File: config.mk
export PLATFORM = sky130hd
export DESIGN_NAME = ccd_top
export DESIGN_NICKNAME = d
export VERILOG_FILES = /design/src/inc/ccd_pkg.sv /design/src/inc/ccd_cfg_if.sv /design/src/core/ccd_detect.sv /design/src/core/ccd_top.sv
export SDC_FILE = /design/constraint.sdc
export NUM_CORES = 1
export LEC_CHECK = 0
export BUFFER_PORTS_ARGS = -buffer_cell sky130_fd_sc_hd__buf_2
export CAP_MARGIN = 10
export CORE_ASPECT_RATIO = 1.4
export CORE_MARGIN = 4
export CORE_UTILIZATION = 60
export CTS_CLUSTER_DIAMETER = 60
export DETAILED_ROUTE_END_ITERATION = 7
export PLACE_DENSITY = 0.85
export SYNTH_ARGS = -nofsm -noshare
export SYNTH_HDL_FRONTEND = slang
export SYNTH_SLANG_ARGS = --single-unit
File: constraint.sdc
create_clock -name clk_sys -period 12.3 [get_ports clk_sys]
set_input_delay 0.615 -clock clk_sys [delete_from_list [all_inputs] [get_ports clk_sys]]
set_output_delay 0.615 -clock clk_sys [all_outputs]
set_load 0.03 [all_outputs]
File: src/inc/ccd_pkg.sv
// shared constants for the chop and current-detect configuration block
package ccd_pkg;
  // ----------------------------------------------------------------
  // register indices (byte address is four times the index)
  // ----------------------------------------------------------------
  localparam int CCD_ADDR_W = 8;
  localparam logic [5:0] CCD_IDX_SPARE = 6'h05;
  localparam logic [5:0] CCD_IDX_CFG = 6'h06;
  localparam logic [5:0] CCD_IDX_TH_UP = 6'h07;
  localparam logic [5:0] CCD_IDX_TH_LO = 6'h08;
  localparam logic [5:0] CCD_IDX_STAT = 6'h10;
  // ----------------------------------------------------------------
  // configuration word fields
  // ----------------------------------------------------------------
  localparam int CCD_RES_MSB = 15;
  localparam int CCD_RES_LSB = 13;
  localparam int CCD_DLY_MSB = 12;
  localparam int CCD_DLY_LSB = 9;
  localparam int CCD_CHOP_EN_BIT = 8;
  localparam int CCD_POLICY_BIT = 7;
  localparam int CCD_HIT_MSB = 6;
  localparam int CCD_HIT_LSB = 4;
  localparam int CCD_WIN_MSB = 3;
  localparam int CCD_WIN_LSB = 1;
  localparam int CCD_DET_EN_BIT = 0;
  // lower threshold byte sits in the top byte of its word
  localparam int CCD_TH_LO_LSB = 8;
  // status word bits
  localparam int CCD_ST_DET_BIT = 0;
  localparam int CCD_ST_BUSY_BIT = 1;
  localparam int CCD_ST_ACT_BIT = 2;
  // ----------------------------------------------------------------
  // reset values
  // ----------------------------------------------------------------
  localparam logic [15:0] CCD_CFG_RST = 16'h0600;
  localparam logic [15:0] CCD_SPARE_RST = 16'h0000;
  localparam logic [15:0] CCD_TH_UP_RST = 16'h0000;
  localparam logic [7:0] CCD_TH_LO_RST = 8'h00;
  // ----------------------------------------------------------------
  // timing: chop wait is 2^(code+1) modulator periods, window table
  // ----------------------------------------------------------------
  localparam int CCD_CHOP_CNT_W = 17;
  localparam logic [16:0] CCD_CHOP_UNIT = 17'h00001;
  localparam logic [7:0][11:0] CCD_WIN_TAB = {12'he00, 12'ha00, 12'h700, 12'h500,
                                              12'h300, 12'h200, 12'h100, 12'h080};
  localparam logic [7:0] CCD_HIT_UNIT = 8'h01;
  localparam int CCD_RES_W = 24;
endpackage : ccd_pkg

File: src/inc/ccd_cfg_if.sv
// configuration fields handed from the register file to the detect engine
`timescale 1ns/1ps
`default_nettype none
interface ccd_cfg_if;
  logic en;
  logic policy;
  logic [2:0] hit_code;
  logic [2:0] win_code;
  logic [23:0] threshold;
  modport src (output en, output policy, output hit_code, output win_code, output threshold);
  modport snk (input en, input policy, input hit_code, input win_code, input threshold);
endinterface : ccd_cfg_if
`default_nettype wire

File: src/core/ccd_detect.sv
// current-detect engine: per-channel threshold compare, hit counting, window
`timescale 1ns/1ps
`default_nettype none
module ccd_detect #(
  parameter int NCH = 4
) (
  input wire logic clk_sys,                     // system clock
  input wire logic reset,                       // synchronous reset
  input wire logic clk_en,                      // freezes all state when low
  ccd_cfg_if.snk cfg,                           // detect configuration
  input wire logic conv_valid,                  // one conversion period done
  input wire logic [NCH*24-1:0] ch_result,      // signed results, channel 0 low
  output logic detect_q,                        // detection pulse
  output logic window_end_q                     // window closed pulse
);
  import ccd_pkg::*;

  logic [NCH-1:0] exceed;
  logic [11:0] win_cnt_q, win_cnt_d;
  logic [7:0] hit_cnt_q, hit_cnt_d;
  logic fired_q, fired_d, detect_d, window_end_d;
  logic hit, win_last;
  logic [7:0] need;
  logic [8:0] hit_sum;

  // ----------------------------------------------------------------
  // threshold compare per channel
  // ----------------------------------------------------------------
  // magnitude against threshold
  for (genvar i = 0; i < NCH; i++) begin : g_ch
    logic [CCD_RES_W-1:0] res, mag;
    assign res = ch_result[i*CCD_RES_W +: CCD_RES_W];
    assign mag = res[CCD_RES_W-1] ? CCD_RES_W'(~res + 1'b1) : res;
    assign exceed[i] = mag > cfg.threshold;
  end

  always_comb begin
    hit = cfg.policy ? &exceed : |exceed;
    need = CCD_HIT_UNIT << cfg.hit_code;
    win_last = win_cnt_q == 12'(CCD_WIN_TAB[cfg.win_code] - 12'h001);
    hit_sum = {1'b0, hit_cnt_q} + {8'h00, hit};
    win_cnt_d = win_cnt_q;
    hit_cnt_d = hit_cnt_q;
    fired_d = fired_q;
    detect_d = 1'b0;
    window_end_d = 1'b0;
    if (!cfg.en) begin
      win_cnt_d = 12'h000;
      hit_cnt_d = 8'h00;
      fired_d = 1'b0;
    end else if (conv_valid) begin
      hit_cnt_d = hit_sum[8] ? 8'hff : hit_sum[7:0];
      if (!fired_q && hit_cnt_d >= need) begin
        detect_d = 1'b1;
        fired_d = 1'b1;
      end
      win_cnt_d = win_cnt_q + 12'h001;
      if (win_last) begin
        window_end_d = 1'b1;
        win_cnt_d = 12'h000;
        hit_cnt_d = 8'h00;
        fired_d = 1'b0;
      end
    end
  end

  always_ff @(posedge clk_sys) begin
    if (reset) begin
      win_cnt_q <= 12'h000;
      hit_cnt_q <= 8'h00;
      fired_q <= 1'b0;
      detect_q <= 1'b0;
      window_end_q <= 1'b0;
    end else if (clk_en) begin
      win_cnt_q <= win_cnt_d;
      hit_cnt_q <= hit_cnt_d;
      fired_q <= fired_d;
      detect_q <= detect_d;
      window_end_q <= window_end_d;
    end
  end
endmodule : ccd_detect
`default_nettype wire

File: src/core/ccd_top.sv
// chop and current-detect configuration block with avalon-mm register slave
//
// Added by the designer: the Avalon-MM register port.
`timescale 1ns/1ps
`default_nettype none
module ccd_top #(
  parameter int NCH = 4
) (
  input wire logic clk_sys,                              // system clock, 40 mhz
  input wire logic reset,                                // synchronous, active high
  input wire logic clk_en,                               // freezes all state when low
  input wire logic [ccd_pkg::CCD_ADDR_W-1:0] avs_address, // byte address
  input wire logic avs_read,                             // read request
  input wire logic avs_write,                            // write request
  input wire logic [31:0] avs_writedata,                 // write data
  input wire logic [3:0] avs_byteenable,                 // byte lanes
  output logic [31:0] avs_readdata,                      // read data
  output logic avs_waitrequest,                          // stall
  input wire logic mod_tick,                             // one modulator clock period
  input wire logic meas_req,                             // measurement wants to start
  input wire logic conv_valid,                           // conversion period done
  input wire logic [NCH*24-1:0] ch_result,               // channel results
  output logic meas_begin,                               // measurement may begin
  output logic chop_busy,                                // chop wait in progress
  output logic detect_pulse,                             // current detected
  output logic window_end                                // detect window closed
);
  import ccd_pkg::*;

  // ----------------------------------------------------------------
  // register state
  // ----------------------------------------------------------------
  logic [15:0] cfg_q, cfg_d, spare_q, spare_d, th_up_q, th_up_d;
  logic [7:0] th_lo_q, th_lo_d;
  logic det_flag_q, det_flag_d;
  logic waitreq_q, waitreq_d;
  logic [31:0] rdata_q, rdata_d;
  logic [15:0] rd_word;
  logic req, accept, commit, aligned;
  logic [5:0] idx;
  logic [15:0] wmask;

  ccd_cfg_if cfg_bus ();

  function automatic logic [15:0] lane_merge(input logic [15:0] old, input logic [15:0] nw,
                                             input logic [15:0] mask);
    lane_merge = (old & ~mask) | (nw & mask);
  endfunction : lane_merge

  // ----------------------------------------------------------------
  // avalon slave: one wait cycle, write lands when waitrequest is low
  // ----------------------------------------------------------------
  always_comb begin
    req = avs_read | avs_write;
    accept = req & waitreq_q;
    commit = req & ~waitreq_q;
    idx = avs_address[CCD_ADDR_W-1:2];
    aligned = avs_address[1:0] == 2'h0;
    wmask = {{8{avs_byteenable[1]}}, {8{avs_byteenable[0]}}};
    unique case (idx)
      CCD_IDX_SPARE: rd_word = spare_q;
      CCD_IDX_CFG: rd_word = cfg_q;
      CCD_IDX_TH_UP: rd_word = th_up_q;
      CCD_IDX_TH_LO: rd_word = {th_lo_q, 8'h00};
      CCD_IDX_STAT: rd_word = {13'h0000, cfg_q[CCD_DET_EN_BIT], chop_busy, det_flag_q};
      default: rd_word = 16'h0000;
    endcase
    if (!aligned) begin
      rd_word = 16'h0000;
    end
    waitreq_d = ~accept;
    rdata_d = rdata_q;
    if (accept && avs_read) begin
      rdata_d = {16'h0000, rd_word};
    end
    cfg_d = cfg_q;
    spare_d = spare_q;
    th_up_d = th_up_q;
    th_lo_d = th_lo_q;
    // a new detection wins over a clear in the same cycle
    det_flag_d = det_flag_q;
    if (commit && avs_write && aligned) begin
      unique case (idx)
        CCD_IDX_SPARE: spare_d = lane_merge(spare_q, avs_writedata[15:0], wmask);
        CCD_IDX_CFG: cfg_d = lane_merge(cfg_q, avs_writedata[15:0], wmask);
        CCD_IDX_TH_UP: th_up_d = lane_merge(th_up_q, avs_writedata[15:0], wmask);
        CCD_IDX_TH_LO: th_lo_d = avs_byteenable[1] ? avs_writedata[15:CCD_TH_LO_LSB] : th_lo_q;
        CCD_IDX_STAT: begin
          if (avs_byteenable[0] && avs_writedata[CCD_ST_DET_BIT]) begin
            det_flag_d = 1'b0;
          end
        end
        default: ;
      endcase
    end
    if (detect_pulse) begin
      det_flag_d = 1'b1;
    end
  end

  always_ff @(posedge clk_sys) begin
    if (reset) begin
      cfg_q <= CCD_CFG_RST;
      spare_q <= CCD_SPARE_RST;
      th_up_q <= CCD_TH_UP_RST;
      th_lo_q <= CCD_TH_LO_RST;
      det_flag_q <= 1'b0;
      waitreq_q <= 1'b1;
      rdata_q <= 32'h0000_0000;
    end else if (clk_en) begin
      cfg_q <= cfg_d;
      spare_q <= spare_d;
      th_up_q <= th_up_d;
      th_lo_q <= th_lo_d;
      det_flag_q <= det_flag_d;
      waitreq_q <= waitreq_d;
      rdata_q <= rdata_d;
    end
  end

  assign avs_waitrequest = waitreq_q;
  assign avs_readdata = rdata_q;

  // ----------------------------------------------------------------
  // chop settling wait
  // ----------------------------------------------------------------
  logic [CCD_CHOP_CNT_W-1:0] chop_cnt_q, chop_cnt_d, chop_load;
  logic chop_busy_d, meas_begin_d;

  always_comb begin
    chop_load = CCD_CHOP_UNIT << ({1'b0, cfg_q[CCD_DLY_MSB:CCD_DLY_LSB]} + 5'h01);
    chop_cnt_d = chop_cnt_q;
    chop_busy_d = chop_busy;
    meas_begin_d = 1'b0;
    // a request during a wait is absorbed by the wait in progress
    if (chop_busy) begin
      if (mod_tick) begin
        chop_cnt_d = chop_cnt_q - CCD_CHOP_UNIT;
        if (chop_cnt_q == CCD_CHOP_UNIT) begin
          chop_busy_d = 1'b0;
          meas_begin_d = 1'b1;
        end
      end
    end else if (meas_req) begin
      if (cfg_q[CCD_CHOP_EN_BIT]) begin
        chop_cnt_d = chop_load;
        chop_busy_d = 1'b1;
      end else begin
        meas_begin_d = 1'b1;
      end
    end
  end

  always_ff @(posedge clk_sys) begin
    if (reset) begin
      chop_cnt_q <= '0;
      chop_busy <= 1'b0;
      meas_begin <= 1'b0;
    end else if (clk_en) begin
      chop_cnt_q <= chop_cnt_d;
      chop_busy <= chop_busy_d;
      meas_begin <= meas_begin_d;
    end
  end

  // ----------------------------------------------------------------
  // detect engine
  // ----------------------------------------------------------------
  // fields to engine
  assign cfg_bus.en = cfg_q[CCD_DET_EN_BIT];
  assign cfg_bus.policy = cfg_q[CCD_POLICY_BIT];
  assign cfg_bus.hit_code = cfg_q[CCD_HIT_MSB:CCD_HIT_LSB];
  assign cfg_bus.win_code = cfg_q[CCD_WIN_MSB:CCD_WIN_LSB];
  assign cfg_bus.threshold = {th_up_q, th_lo_q};

  ccd_detect #(.NCH(NCH)) u_detect (
    .clk_sys(clk_sys),
    .reset(reset),
    .clk_en(clk_en),
    .cfg(cfg_bus.snk),
    .conv_valid(conv_valid),
    .ch_result(ch_result),
    .detect_q(detect_pulse),
    .window_end_q(window_end)
  );
endmodule : ccd_top
`default_nettype wire

==> run_summary.xml <==
<?xml version="1.0" encoding="UTF-8"?>
<metrics>
  <group name="placement">
    <metric name="place_worst_setup_slack" unit="ns">5.14</metric>
    <metric name="post-dp-hpwl" unit="mm">20.3</metric>
    <metric name="port_buffers" unit="">150</metric>
    <metric name="routabilityCongestion" unit="">0.936</metric>
  </group>
  <group name="synthesis">
    <metric name="synthesis.area_per_instance" unit="sq um">8.04</metric>
    <metric name="synth_compound_area_share" unit="%">17.6</metric>
    <metric name="synth.area.mux_share" unit="%">7.73</metric>
    <metric name="synth-main-ff-cell" unit="">dfxtp_1</metric>
    <metric name="mapped_area" unit="sq um">9910</metric>
    <metric name="synth_top_family_by_area" unit="">simple AND/OR/NAND/NOR gates</metric>
    <metric name="ys_ff_latch" unit="">121</metric>
    <metric name="postSynth.asyncResetShare" unit="%">0</metric>
    <metric name="synth_adder_area_share" unit="%">14.4</metric>
    <metric name="synth-simple-area-share" unit="%">22.2</metric>
    <metric name="synth_top_area_share" unit="%">24.4</metric>
    <metric name="post_synth_num_cell_types" unit="">61</metric>
    <metric name="synth.area.top_cells" unit="">dfxtp_1 24%, ha_1 14%, xnor2_1 7.8%</metric>
    <metric name="synth-seq-area-share" unit="%">24.4</metric>
    <metric name="synth.top_cells.by_count" unit="">134 x nor2_1, 121 x dfxtp_1, 114 x ha_1, 107 x nand2_1, 88 x xnor2_1</metric>
    <metric name="synth.yosys.warnings" unit="">0</metric>
    <metric name="postSynthCellCount" unit="">1232</metric>
    <metric name="synth_edf_count" unit="">0</metric>
    <metric name="synth_top_area_cell" unit="">dfxtp_1</metric>
    <metric name="synth.most_common_cell" unit="">nor2_1</metric>
    <metric name="synthXorXnorAreaFrac" unit="%">9.10</metric>
  </group>
  <group name="global_routing">
    <metric name="grt_usage" unit="%">28.2</metric>
    <metric name="grt_antenna_before_repair" unit="">1</metric>
    <metric name="grt_overflow_total" unit="">0</metric>
    <metric name="first_global_vias" unit="">9281</metric>
    <metric name="grt_first_pass_wirelength" unit="mm">43.1</metric>
    <metric name="pin_count_of_the_biggest_net_entering_global_routing" unit="">100</metric>
  </group>
  <group name="cts">
    <metric name="cts_num_sinks" unit="">121</metric>
    <metric name="post-cts-setup-buffer-count" unit="">0</metric>
    <metric name="cts_resized" unit="">0</metric>
    <metric name="ctsLongestPathBuffers" unit="">2</metric>
    <metric name="worst_skew_pair.late_latency" unit="ns">0.42</metric>
    <metric name="clk_pin_slew" unit="ns">0.05</metric>
    <metric name="cts_hold_buffers" unit="">0</metric>
    <metric name="buffer_cell_driving_the_clock_tree_root" unit="">clkbuf_16</metric>
    <metric name="numCtsBuffers" unit="">17</metric>
    <metric name="clock_tree.htree_level_count" unit="">4</metric>
    <metric name="tritoncts" unit="">done</metric>
  </group>
  <group name="setup_path">
    <metric name="critPathCaptureType" unit="">flip-flop</metric>
    <metric name="critical_path_required" unit="ns">12.55</metric>
    <metric name="highest_net_fanout_along_the_worst_path" unit="">5</metric>
    <metric name="r2r.worst_path.cells" unit="">23</metric>
    <metric name="timing.critical_path.from_type" unit="">primary input</metric>
    <metric name="rr_endpoint" unit="">u_detect.detect_q$_SDFFE_PP0P_</metric>
    <metric name="arrival_time_worst_endpoint" unit="ns">7.12</metric>
    <metric name="critPathKind" unit="">in2reg</metric>
    <metric name="reg2reg_slack" unit="ns">7.11</metric>
  </group>
  <group name="floorplanning">
    <metric name="die_w" unit="um">117</metric>
    <metric name="rows" unit="">55</metric>
    <metric name="floorplan_core_area" unit="sq um">16200</metric>
    <metric name="starting_utilization_of_the_core_area" unit="%">61.3</metric>
    <metric name="fp.dieArea" unit="sq um">18700</metric>
    <metric name="io_pins" unit="">185</metric>
    <metric name="dieHeight" unit="um">160</metric>
  </group>
  <group name="power">
    <metric name="peakVddDrop" unit="V">0.0000994</metric>
    <metric name="power_density" unit="nW/um^2">91.4</metric>
    <metric name="totalPowerFinal" unit="mW">1.02</metric>
    <metric name="power.static_leakage" unit="nW">4.30</metric>
  </group>
  <group name="layout">
    <metric name="drive_gt1_share" unit="%">14.2</metric>
    <metric name="fillers" unit="">1293</metric>
    <metric name="final_core_util" unit="%">69.2</metric>
    <metric name="synthToLayoutAreaGrowth" unit="%">12.9</metric>
    <metric name="num-nets-final" unit="">1618</metric>
  </group>
  <group name="job">
    <metric name="drv.max_cap_violation_count" unit="">0</metric>
  </group>
  <group name="timing">
    <metric name="timing.hold.ws" unit="ns">0.461</metric>
    <metric name="grt_setup_unrepaired" unit="">no</metric>
    <metric name="finalHoldViolCount" unit="">0</metric>
    <metric name="timing.fmax" unit="MHz">146</metric>
    <metric name="final_clock_period_utilization_by_the_worst_path" unit="%">55.9</metric>
    <metric name="timing_max_transition_violations_final" unit="">0</metric>
    <metric name="layout_setup_ws" unit="ns">5.43</metric>
    <metric name="relSlewSlack" unit="%">28.5</metric>
    <metric name="finalSetupViolCount" unit="">0</metric>
    <metric name="worst-slew-pin-transition" unit="ns">1.07</metric>
    <metric name="finalCriticalPeriod" unit="ns">6.87</metric>
    <metric name="timing.setup.tns" unit="ns">0</metric>
    <metric name="final.setup_skew" unit="ns">0.00708</metric>
  </group>
  <group name="drt">
    <metric name="drt_pass1_iterations" unit="">5</metric>
    <metric name="detailed_route_via_count" unit="">9599</metric>
    <metric name="drt_iter0_drc" unit="">697</metric>
    <metric name="antenna_left" unit="">0</metric>
    <metric name="viasPerCell" unit="">6.13</metric>
    <metric name="drt-wirelength-per-cell" unit="um">17.0</metric>
    <metric name="detail_route.drc_violations" unit="">0</metric>
    <metric name="route.final.wire_length" unit="mm">26.6</metric>
  </group>
  <group name="worst_hold_path">
    <metric name="hold_path.class" unit="">reg2reg</metric>
    <metric name="number_of_instances_on_the_worst_hold_path" unit="">2</metric>
    <metric name="hold_path_startpoint" unit="">u_detect.window_end_q$_SDFFE_PP0P_</metric>
    <metric name="worst_hold_path.endpoint" unit="">u_detect.window_end_q$_SDFFE_PP0P_</metric>
  </group>
  <group name="outcome">
    <metric name="outcome" unit="">finished clean</metric>
  </group>
</metrics>
-- worst max-delay path, cell delays in order --
cell	delay [ns]
buf_2	0.10
or3_2	0.52
or4_4	0.52
or3_4	0.41
or3_4	0.41
nor4b_1	0.33
ha_1	0.32
a21oi_1	0.16
o21ai_0	0.13
a21oi_1	0.16
o211ai_1	0.10
o21ai_0	0.45
and3_1	0.23
o22ai_1	0.10
ha_1	0.24
ha_1	0.23
and3_1	0.25
and3_1	0.23
and3_1	0.23
nor2_1	0.16
ha_1	0.25
nand2b_1	0.14
a21oi_1	0.14
nor2b_1	0.06
o21ai_0	0.16
a21oi_1	0.12
o211ai_1	0.25
a21oi_1	0.12
-- cell usage in the layout (no fill, tap or decap), types with 16 or more instances in the layout --
| cell type | synthesis | final |
|---|---|---|
| o41ai_1 | 16 | 16 |
| buf_2 | 0 | 150 |
| a22oi_1 | 28 | 28 |
| nor3_1 | 23 | 23 |
| conb_1 | 1 | 16 |
| o31ai_1 | 25 | 25 |
| clkbuf_16 | 0 | 17 |
| o21ai_0 | 64 | 64 |
| a21oi_1 | 60 | 60 |
| nand2_1 | 107 | 107 |
| dfxtp_1 | 121 | 121 |
| nand2b_1 | 19 | 19 |
| ha_1 | 114 | 114 |
| inv_1 | 43 | 43 |
| mux2i_1 | 72 | 72 |
| xnor2_1 | 88 | 88 |
| nand3_1 | 39 | 39 |
| nand4_1 | 27 | 27 |
| nor2_1 | 134 | 134 |
-- logic make-up (layout without fill, tap and decap cells) --
logic type / Yosys count / after routing
multiplexers: 76 / 76
adder cells (fa/ha/maj): 114 / 114
other: 1 / 17
flip-flops: 121 / 121
AO/OA/AOI/OAI: 266 / 266
buffers and inverters: 105 / 224
AND/OR/NAND/NOR: 446 / 446
XOR/XNOR: 103 / 103
-- layout make-up --
type                       instances  area [sq um]  area share [%]
clock inverter                     4          22.5           0.201
sequential                       121          2420            21.7
clock buffer                      25           465            4.16
inverter                          43           161            1.44
antenna                            1          2.50          0.0224
timing repair buffer             152           766            6.85
multi-input combinational       1021          7100            63.4
tap                              199           249            2.23
-- worst max-delay path by stage --
stage	start	endpoint	slack, ns	depth (start not counted)
finish	ch_result[0]	u_detect.detect_q$_SDFFE_PP0P_	5.43	28
global route	ch_result[57]	u_detect.detect_q$_SDFFE_PP0P_	5.05	29
CTS	ch_result[6]	u_detect.detect_q$_SDFFE_PP0P_	5.52	28
detailed placement	ch_result[4]	u_detect.detect_q$_SDFFE_PP0P_	5.14	28
global placement	ch_result[6]	u_detect.detect_q$_SDFFE_PP0P_	5.19	28
floorplan	ch_result[0]	u_detect.fired_q$_SDFFE_PP0P_	6.03	28
-- per-layer routing --
metal	up-vias	global-route usage, %	share of wire [%]
li1	4719	-	-
met1	4460	33.5	40
met2	356	48.7	50
met3	64	4.93	6.3
met4	0	12.6	3.8
met5	-	0	0
-- power breakdown --
| group | switching [mW] | leakage [nW] | internal [mW] |
|---|---|---|---|
| Clock | 0.165 | 0.237 | 0.257 |
| Combinational | 0.115 | 3.09 | 0.0861 |
| Sequential | 0.00361 | 0.976 | 0.395 |
| Total | 0.284 | 4.30 | 0.738 |
-- stage by stage --
| step | instances | cell area, sq um |
|---|---|---|
| 2_1_floorplan | 1247 | 9970 |
| 3_3_place_gp | 1536 | 10700 |
| 5_1_grt | 1566 | 11200 |
| 6_report | 1566 | 11200 |
| 3_5_place_dp | 1536 | 10700 |
| 4_1_cts | 1565 | 11200 |
Power figures use the tool's default switching activity.
